--- config.mk ---
export PLATFORM = sky130hd
export DESIGN_NAME = pll_lock_detect_holdover_ctrl
export DESIGN_NICKNAME = d
export VERILOG_FILES = /design/src/hdl/pll_supervisor_pkg.sv /design/src/hdl/lock_qualifier.sv /design/src/hdl/pll_lock_detect_holdover_ctrl.sv
export SDC_FILE = /design/constraint.sdc
export NUM_CORES = 1
export LEC_CHECK = 0
export ABC_AREA = 1
export BUFFER_PORTS_ARGS = -buffer_cell sky130_fd_sc_hd__buf_2
export CAP_MARGIN = 20
export CORE_MARGIN = 2
export CORE_UTILIZATION = 55
export DETAILED_ROUTE_END_ITERATION = 16
export PLACE_DENSITY_LB_ADDON = 0.15
export SYNTH_ARGS = -nofsm -noshare
export SYNTH_HDL_FRONTEND = slang
export SYNTH_SLANG_ARGS = --single-unit
export TNS_END_PERCENT = 100
--- constraint.sdc ---
create_clock -name clk_sys -period 4.3 [get_ports clk_sys]
set_input_delay 1.075 -clock clk_sys [delete_from_list [all_inputs] [get_ports clk_sys]]
set_output_delay 1.075 -clock clk_sys [all_outputs]
set_load 0.02 [all_outputs]
--- src/hdl/pll_supervisor_pkg.sv ---
// Operation
// - Oscillator buffer output divider holds one after power-on reset.
// - Lock detect asserts after qualifying count of consecutive in-window cycles.
// - Lock detect deasserts whenever phase difference leaves the window.
// - With trigger-off bit zero, lock loss enters holdover.
// - Valid reference ends holdover; reference loop resumes locking.
// - Holdover mode field value two enables holdover.
// - Tracking bit zero stops tracking tuning voltage as holdover value.
// - Manual DAC enable one drives holdover voltage from manual code.
// - Manual DAC code 512 gives about half supply.
// - Output three select 0x01 routes the VCXO input clock.
// - Outputs three and four each have a VCXO source mux.
package pll_supervisor_pkg;

  localparam logic [3:0] ADDR_CTRL     = 4'h0;
  localparam logic [3:0] ADDR_QUAL     = 4'h1;
  localparam logic [3:0] ADDR_WINDOW   = 4'h2;
  localparam logic [3:0] ADDR_DAC      = 4'h3;
  localparam logic [3:0] ADDR_OSCDIV   = 4'h4;
  localparam logic [3:0] ADDR_OUTSEL   = 4'h5;
  localparam logic [3:0] ADDR_STATUS   = 4'h6;
  localparam logic [3:0] ADDR_IRQSTAT  = 4'h7;
  localparam logic [3:0] ADDR_IRQMASK  = 4'h8;
  localparam logic [3:0] ADDR_TRACKED  = 4'h9;

  localparam int CTRL_MODE_LSB   = 0;
  localparam int CTRL_TRACK_BIT  = 2;
  localparam int CTRL_MANDAC_BIT = 3;
  localparam int CTRL_TRIGOFF_BIT = 4;
  localparam int CTRL_DOUBLER_BIT = 5;
  localparam int CTRL_SYNTHR_LSB = 8;

  localparam logic [1:0]  HOLDOVER_MODE_EN  = 2'h2;
  localparam logic [1:0]  OUTSEL_VCXO       = 2'h1;
  localparam logic [9:0]  DAC_MID_CODE      = 10'h200;
  localparam logic [10:0] OSCDIV_RESET      = 11'h001;
  localparam logic [15:0] QUAL_RESET        = 16'h2710;
  localparam logic [7:0]  WINDOW_RESET      = 8'h04;
  localparam logic [1:0]  MODE_RESET        = 2'h0;
  localparam logic [7:0]  SYNTHR_RESET      = 8'h01;

  localparam int IRQ_LOCK_GAIN  = 0;
  localparam int IRQ_LOCK_LOSS  = 1;
  localparam int IRQ_HOLD_ENTER = 2;
  localparam int IRQ_HOLD_EXIT  = 3;
  localparam int IRQ_WIDTH      = 4;

  typedef enum logic [1:0] {ST_LOCKING, ST_LOCKED, ST_HOLDOVER} hold_state_e;

  typedef struct packed {
    logic [3:0]  addr;
    logic [31:0] wdata;
    logic        wr;
    logic        rd;
  } bus_req_s;

  typedef struct packed {
    logic [1:0] mode;
    logic       track;
    logic       manDac;
    logic       trigOff;
    logic       doubler;
    logic [7:0] synthR;
  } ctrl_s;

endpackage

--- src/hdl/lock_qualifier.sv ---
`timescale 1ns/1ps
module lock_qualifier #(
  parameter int CNT_W = 16,
  parameter int WIN_W = 8
) (
  input  wire logic             clk_sys,
  input  wire logic             rst_n,
  input  wire logic             clkEn,
  input  wire logic             pdTick,
  input  wire logic [WIN_W-1:0] phaseErr,
  input  wire logic [WIN_W-1:0] window,
  input  wire logic [CNT_W-1:0] qualCount,
  output logic                  lockDetect
);
  logic [CNT_W-1:0] runLen;
  logic [CNT_W-1:0] next_runLen;
  logic             next_lockDetect;
  logic             inWindow;

  always_comb
  begin
    inWindow        = (phaseErr <= window);
    next_runLen     = runLen;
    next_lockDetect = lockDetect;
    if (pdTick)
    begin
      if (!inWindow)
      begin
        next_runLen     = '0;
        next_lockDetect = 1'b0;
      end
      else if (runLen >= qualCount)
        next_lockDetect = 1'b1;
      else
        next_runLen = runLen + 1'b1;
    end
  end

  always_ff @(posedge clk_sys or negedge rst_n)
  begin
    if (!rst_n)
    begin
      runLen     <= '0;
      lockDetect <= 1'b0;
    end
    else if (clkEn)
    begin
      runLen     <= next_runLen;
      lockDetect <= next_lockDetect;
    end
  end
endmodule

--- src/hdl/pll_lock_detect_holdover_ctrl.sv ---
`timescale 1ns/1ps
module pll_lock_detect_holdover_ctrl #(
  parameter int DAC_W = 10,
  parameter int CNT_W = 16,
  parameter int WIN_W = 8
) (
  input  wire logic             clk_sys,
  input  wire logic             rst_n,
  input  wire logic             clkEn,
  input  wire logic [3:0]       regAddr,
  input  wire logic [31:0]      regWdata,
  input  wire logic             regWr,
  input  wire logic             regRd,
  output logic      [31:0]      regRdata,
  input  wire logic             pdTick,
  input  wire logic [WIN_W-1:0] phaseErr,
  input  wire logic [DAC_W-1:0] tuneVoltageCode,
  input  wire logic             refValidPin,
  output logic                  lock_detect_out,
  output logic                  holdoverActive,
  output logic      [DAC_W-1:0] tuneDacCode,
  output logic                  tuneDacOverride,
  output logic      [10:0]      osc_buffer_out_divider,
  output logic      [1:0]       out3_vcxo_source_sel,
  output logic      [1:0]       out4VcxoSourceSel,
  output logic                  doublerEn,
  output logic      [7:0]       synthLoopRefDiv,
  output logic                  irq
);

  ////////////////////////////////////////////////////////////////////////////
  // Reference valid synchroniser

  logic refSync1;
  logic refValid;

  always_ff @(posedge clk_sys or negedge rst_n)
  begin
    if (!rst_n)
    begin
      refSync1 <= 1'b0;
      refValid <= 1'b0;
    end
    else if (clkEn)
    begin
      refSync1 <= refValidPin;
      refValid <= refSync1;
    end
  end

  ////////////////////////////////////////////////////////////////////////////
  // Registers

  pll_supervisor_pkg::bus_req_s bus;
  pll_supervisor_pkg::ctrl_s    ctrl;
  pll_supervisor_pkg::ctrl_s    next_ctrl;
  logic [CNT_W-1:0]             qualCount;
  logic [CNT_W-1:0]             next_qualCount;
  logic [WIN_W-1:0]             window;
  logic [WIN_W-1:0]             next_window;
  logic [DAC_W-1:0]             manualCode;
  logic [DAC_W-1:0]             next_manualCode;
  logic [10:0]                  next_oscDiv;
  logic [1:0]                   next_out3Sel;
  logic [1:0]                   next_out4Sel;
  logic [pll_supervisor_pkg::IRQ_WIDTH-1:0] irqStat;
  logic [pll_supervisor_pkg::IRQ_WIDTH-1:0] next_irqStat;
  logic [pll_supervisor_pkg::IRQ_WIDTH-1:0] irqMask;
  logic [pll_supervisor_pkg::IRQ_WIDTH-1:0] next_irqMask;
  logic [pll_supervisor_pkg::IRQ_WIDTH-1:0] events;
  logic [31:0]                  next_rdata;
  logic [DAC_W-1:0]             trackedCode;
  pll_supervisor_pkg::hold_state_e state;

  assign bus.addr  = regAddr;
  assign bus.wdata = regWdata;
  assign bus.wr    = regWr;
  assign bus.rd    = regRd;

  always_comb
  begin
    next_ctrl       = ctrl;
    next_qualCount  = qualCount;
    next_window     = window;
    next_manualCode = manualCode;
    next_oscDiv     = osc_buffer_out_divider;
    next_out3Sel    = out3_vcxo_source_sel;
    next_out4Sel    = out4VcxoSourceSel;
    next_irqMask    = irqMask;
    next_irqStat    = irqStat;
    next_rdata      = 32'h0000_0000;
    if (bus.wr)
    begin
      case (bus.addr)
        pll_supervisor_pkg::ADDR_CTRL:
        begin
          next_ctrl.mode    = bus.wdata[pll_supervisor_pkg::CTRL_MODE_LSB +: 2];
          next_ctrl.track   = bus.wdata[pll_supervisor_pkg::CTRL_TRACK_BIT];
          next_ctrl.manDac  = bus.wdata[pll_supervisor_pkg::CTRL_MANDAC_BIT];
          next_ctrl.trigOff = bus.wdata[pll_supervisor_pkg::CTRL_TRIGOFF_BIT];
          next_ctrl.doubler = bus.wdata[pll_supervisor_pkg::CTRL_DOUBLER_BIT];
          next_ctrl.synthR  = bus.wdata[pll_supervisor_pkg::CTRL_SYNTHR_LSB +: 8];
        end
        pll_supervisor_pkg::ADDR_QUAL:    next_qualCount  = bus.wdata[CNT_W-1:0];
        pll_supervisor_pkg::ADDR_WINDOW:  next_window     = bus.wdata[WIN_W-1:0];
        pll_supervisor_pkg::ADDR_DAC:     next_manualCode = bus.wdata[DAC_W-1:0];
        pll_supervisor_pkg::ADDR_OSCDIV:  next_oscDiv     = bus.wdata[10:0];
        pll_supervisor_pkg::ADDR_OUTSEL:
        begin
          next_out3Sel = bus.wdata[1:0];
          next_out4Sel = bus.wdata[9:8];
        end
        pll_supervisor_pkg::ADDR_IRQMASK: next_irqMask = bus.wdata[pll_supervisor_pkg::IRQ_WIDTH-1:0];
        default:
        begin
        end
      endcase
    end
    if (bus.rd)
    begin
      case (bus.addr)
        pll_supervisor_pkg::ADDR_CTRL:
          next_rdata = {16'h0000, ctrl.synthR, 2'h0, ctrl.doubler, ctrl.trigOff,
                        ctrl.manDac, ctrl.track, ctrl.mode};
        pll_supervisor_pkg::ADDR_QUAL:    next_rdata = 32'(qualCount);
        pll_supervisor_pkg::ADDR_WINDOW:  next_rdata = 32'(window);
        pll_supervisor_pkg::ADDR_DAC:     next_rdata = 32'(manualCode);
        pll_supervisor_pkg::ADDR_OSCDIV:  next_rdata = 32'(osc_buffer_out_divider);
        pll_supervisor_pkg::ADDR_OUTSEL:
          next_rdata = {22'h000000, out4VcxoSourceSel, 6'h00, out3_vcxo_source_sel};
        pll_supervisor_pkg::ADDR_STATUS:
          next_rdata = {29'h0000000, refValid, state == pll_supervisor_pkg::ST_HOLDOVER, lock_detect_out};
        pll_supervisor_pkg::ADDR_IRQSTAT:
        begin
          next_rdata   = 32'(irqStat);
          next_irqStat = '0;
        end
        pll_supervisor_pkg::ADDR_IRQMASK: next_rdata = 32'(irqMask);
        pll_supervisor_pkg::ADDR_TRACKED: next_rdata = 32'(trackedCode);
        default:                          next_rdata = 32'h0000_0000;
      endcase
    end
    next_irqStat = next_irqStat | events;
  end

  always_ff @(posedge clk_sys or negedge rst_n)
  begin
    if (!rst_n)
    begin
      ctrl.mode              <= pll_supervisor_pkg::MODE_RESET;
      ctrl.track             <= 1'b0;
      ctrl.manDac            <= 1'b0;
      ctrl.trigOff           <= 1'b0;
      ctrl.doubler           <= 1'b0;
      ctrl.synthR            <= pll_supervisor_pkg::SYNTHR_RESET;
      qualCount              <= pll_supervisor_pkg::QUAL_RESET;
      window                 <= pll_supervisor_pkg::WINDOW_RESET;
      manualCode             <= pll_supervisor_pkg::DAC_MID_CODE;
      osc_buffer_out_divider <= pll_supervisor_pkg::OSCDIV_RESET;
      out3_vcxo_source_sel   <= '0;
      out4VcxoSourceSel      <= '0;
      irqMask                <= '0;
      irqStat                <= '0;
      regRdata               <= 32'h0000_0000;
    end
    else if (clkEn)
    begin
      ctrl                   <= next_ctrl;
      qualCount              <= next_qualCount;
      window                 <= next_window;
      manualCode             <= next_manualCode;
      osc_buffer_out_divider <= next_oscDiv;
      out3_vcxo_source_sel   <= next_out3Sel;
      out4VcxoSourceSel      <= next_out4Sel;
      irqMask                <= next_irqMask;
      irqStat                <= next_irqStat;
      regRdata               <= next_rdata;
    end
  end

  ////////////////////////////////////////////////////////////////////////////
  // Lock detection

  logic lockNow;
  logic lockPrev;

  lock_qualifier #(
    .CNT_W (CNT_W),
    .WIN_W (WIN_W)
  ) u_qual (
    .clk_sys    (clk_sys),
    .rst_n      (rst_n),
    .clkEn      (clkEn),
    .pdTick     (pdTick),
    .phaseErr   (phaseErr),
    .window     (window),
    .qualCount  (qualCount),
    .lockDetect (lockNow)
  );

  ////////////////////////////////////////////////////////////////////////////
  // Holdover control

  pll_supervisor_pkg::hold_state_e next_state;
  logic [DAC_W-1:0]                next_trackedCode;
  logic [DAC_W-1:0]                next_dacCode;
  logic                            next_override;
  logic                            holdEnabled;

  always_comb
  begin
    holdEnabled      = (ctrl.mode == pll_supervisor_pkg::HOLDOVER_MODE_EN);
    next_state       = state;
    next_trackedCode = trackedCode;
    next_dacCode     = tuneDacCode;
    next_override    = 1'b0;
    events           = '0;
    events[pll_supervisor_pkg::IRQ_LOCK_GAIN] = lockNow & ~lockPrev;
    events[pll_supervisor_pkg::IRQ_LOCK_LOSS] = ~lockNow & lockPrev;
    case (state)
      pll_supervisor_pkg::ST_LOCKING:
        if (lockNow)
          next_state = pll_supervisor_pkg::ST_LOCKED;
      pll_supervisor_pkg::ST_LOCKED:
      begin
        if (ctrl.track)
          next_trackedCode = tuneVoltageCode;
        if (!lockNow && holdEnabled && !ctrl.trigOff)
        begin
          next_state = pll_supervisor_pkg::ST_HOLDOVER;
          events[pll_supervisor_pkg::IRQ_HOLD_ENTER] = 1'b1;
        end
        else if (!lockNow)
          next_state = pll_supervisor_pkg::ST_LOCKING;
      end
      pll_supervisor_pkg::ST_HOLDOVER:
      begin
        next_override = 1'b1;
        next_dacCode  = ctrl.manDac ? manualCode : trackedCode;
        if (refValid || !holdEnabled)
        begin
          next_state    = pll_supervisor_pkg::ST_LOCKING;
          next_override = 1'b0;
          events[pll_supervisor_pkg::IRQ_HOLD_EXIT] = 1'b1;
        end
      end
      default: next_state = pll_supervisor_pkg::ST_LOCKING;
    endcase
  end

  always_ff @(posedge clk_sys or negedge rst_n)
  begin
    if (!rst_n)
    begin
      state           <= pll_supervisor_pkg::ST_LOCKING;
      trackedCode     <= pll_supervisor_pkg::DAC_MID_CODE;
      tuneDacCode     <= pll_supervisor_pkg::DAC_MID_CODE;
      tuneDacOverride <= 1'b0;
      lockPrev        <= 1'b0;
      lock_detect_out <= 1'b0;
      holdoverActive  <= 1'b0;
      doublerEn       <= 1'b0;
      synthLoopRefDiv <= pll_supervisor_pkg::SYNTHR_RESET;
      irq             <= 1'b0;
    end
    else if (clkEn)
    begin
      state           <= next_state;
      trackedCode     <= next_trackedCode;
      tuneDacCode     <= next_dacCode;
      tuneDacOverride <= next_override;
      lockPrev        <= lockNow;
      lock_detect_out <= lockNow;
      holdoverActive  <= (next_state == pll_supervisor_pkg::ST_HOLDOVER);
      doublerEn       <= ctrl.doubler;
      synthLoopRefDiv <= ctrl.synthR;
      irq             <= |(next_irqStat & irqMask);
    end
  end
endmodule

==> flow_summary.toml <==
[detailed_routing]
vias = 6245
drc = 0
wl_per_cell_um = 15.4
ant_nets = 0
drt-initial-drc-count = 609
drtPass1Iterations = 7
wl_mm = 18.1
viasPerCell = 5.32

[layout]
final_cell_mix = "276 x nand2_1, 129 x dfrtp_1, 97 x buf_2"
area_growth_pct = 16.9
final_util = 0.664
nets = 1075
stdcell_count = 1174
drive_above_1_share = 0.175
mostFrequentLayoutCell = "nand2_1"
antennaDiodeCount = 0

[clock_tree]
clkSlewWorstSetupHoldPaths_ns = 0.06
cts_tree = "done"
cts-htree-levels = 4
cts-root-buf = "clkbuf_16"
clkLatencyLatePin_ns = 0.42
post_cts.repair.setup_buffers = 0
cts.sinks = 141
cts_buffer_depth = 2
numCtsBuffers = 17
cts_resized = 0
hold_buffers = 0

[timing]
setup_tns_ns = 0
fin_crit_sh = 0.644
finalMaxSlewViolations = 0
setup_viol = 0
tightestPinTransition_ns = 1.03
whs_ns = 0.466
finClkSkew_ns = 0.00862
fin_crit_ns = 2.77
rsz0062_at_grt = "no"
maxSlewHeadroom = 0.313
final-hold-violation-count = 0
clock.fmax_mhz = 361

[yosys]
synthMuxAreaShare = 0.00623
synth_top_cell_area_share = 0.447
yosys.area_share.simple = 0.225
synth_edf_count = 0
async_flop_share = 1.00
ys_seq_area_frac = 0.490
syn_area_sq_um = 7230
synth_fa_ha_area_frac = 0.0433
synthDistinctLibCells = 39
syn_area_per_cell_sq_um = 8.08
synth_xor_area_frac = 0.0109
synth_area_leaders = "dfrtp_1 45%, nand2_1 14%, inv_1 4.7%, dfstp_2 4.4%, ha_1 4.3%"
synth_top_family_by_area = "simple AND/OR/NAND/NOR gates"
ys_ff_latch = 141
synth_flop_cell = "dfrtp_1"
netlist_instances = 895
synth.yosys.warnings = 0
synth_compound_area_frac = 0.136
yosysTopAreaCell = "dfrtp_1"

[place]
port_buffers = 98
dp.cells = 1141
gp_congestion = 0.955
dp_hpwl_mm = 13.0

[floorplan]
start_util = 0.568
die_w_um = 119
die_h_um = 119
die-area_sq_um = 14100
row_count = 41
io_pins = 131
coreArea_sq_um = 12700

[critical_path]
cp.arrival_ns = 3.08
crit_fanout = 32
startpoint_type = "primary input"
end_kind = "flip-flop"
required_ns = 4.61
crit_type = "primary input to flip-flop"
rrSetupSlack_ns = 2.00

[global_routing]
grt-ovfl-total = 0
grt_pass1_vias = 5899
grt_use_total = 0.267
grt_pass1_wl_mm = 29.4
antenna_found_initial = 0
grt_max_degree = 124

[status]
status = "completed"

[power]
p_leak_uw = 0.00437
peakVddDrop_mv = 0.284
p_per_area_nw_per_um2 = 511

[job]
max-cap-violations = 0

[worst_hold_path]
hp-class = "flip-flop to flip-flop"
==> worst max-delay path, stage by stage <==
cell	delay (ns)
buf_2	0.15
nor2_4	0.37
nand2_2	0.33
inv_1	0.15
nand2_1	0.60
o21ai_1	0.40
==> flip-flops by register name, summed over array words and instances (netlist names), 2 cells and up <==
signal                  cells
regRdata                   16
trackedCode                10
u_qual.runLen              16
state                       2
manualCode                 10
out3_vcxo_source_sel        2
synthLoopRefDiv             8
tuneDacCode                10
window                      8
irqStat                     4
irqMask                     4
ctrl                       14
qualCount                  16
osc_buffer_out_divider     11
out4VcxoSourceSel           2
==> cell type report <==
class	count	area, sq um
fill	1086	4280
sequential	141	3540
multi-input combinational	626	3100
timing repair buffer	105	569
clock buffer	20	457
inverter	98	368
tap	172	215
clock inverter	12	191
==> Yosys cell counts, types with 3 or more instances <==
cell type  instances
a21oi_1           20
ha_1              25
o2111ai_1          3
inv_1             91
mux2_2             4
buf_4             17
nor2_1            60
dfstp_2           12
nand4_1            7
inv_2              6
buf_2             18
xor2_1             6
nand3_1           40
nor2_2             3
nand2_2            7
o21a_1            12
o21ai_0           61
dfrtp_1          129
a22o_1             5
clkbuf_1           7
o21ai_1           49
xnor2_1            3
o22ai_1           13
nand2_1          276
==> routing by layer <==
metal	global-route usage	wire length, um	vias up
met1	0.370	8450	2954
met4	0.0945	360	0
li1	-	-	3052
met5	0	0	-
met3	0.0541	1120	31
met2	0.417	8160	208
==> per-stage QoR <==
step	power [uW]	setup WS, ns	cell area (sq um)
2_1_floorplan	2410	1.98	7280
3_3_place_gp	2690	1.21	7770
3_5_place_dp	2720	1.17	7770
4_1_cts	4320	1.56	8420
5_1_grt	4540	1.36	8450
6_report	4310	1.53	8450
==> kinds of logic (layout without fill, tap and decap cells) <==
group / Yosys count / in the layout
compound gates: 172 / 172
xor+xnor: 9 / 9
fa+ha+maj: 25 / 25
buf+inv: 143 / 235
flops: 141 / 141
mux: 4 / 4
other cells: 1 / 16
simple gates: 400 / 400
==> power breakdown <==
group / switching [uW] / internal (uW)
clock: 552 / 1050
sequential: 185 / 1610
combinational: 588 / 328
==> path summary, 6_finish.rpt <==
kind	startpoint	end	cells after the start
setup / recovery	regAddr[3]	qualCount[7]$_DFFE_PN0P_	6
hold / removal	synthLoopRefDiv[4]$_DFFE_PN0P_	synthLoopRefDiv[4]$_DFFE_PN0P_	2
setup reg to reg	qualCount[13]$_DFFE_PN1P_	u_qual.runLen[14]$_DFFE_PN0P_	9
hold reg to reg	synthLoopRefDiv[4]$_DFFE_PN0P_	synthLoopRefDiv[4]$_DFFE_PN0P_	2
max in group asynchronous	rst_n	window[2]$_DFFE_PN1P_	3
min in group asynchronous	rst_n	regRdata[8]$_DFFE_PN0P_	1
Power figures use the tool's default switching activity.
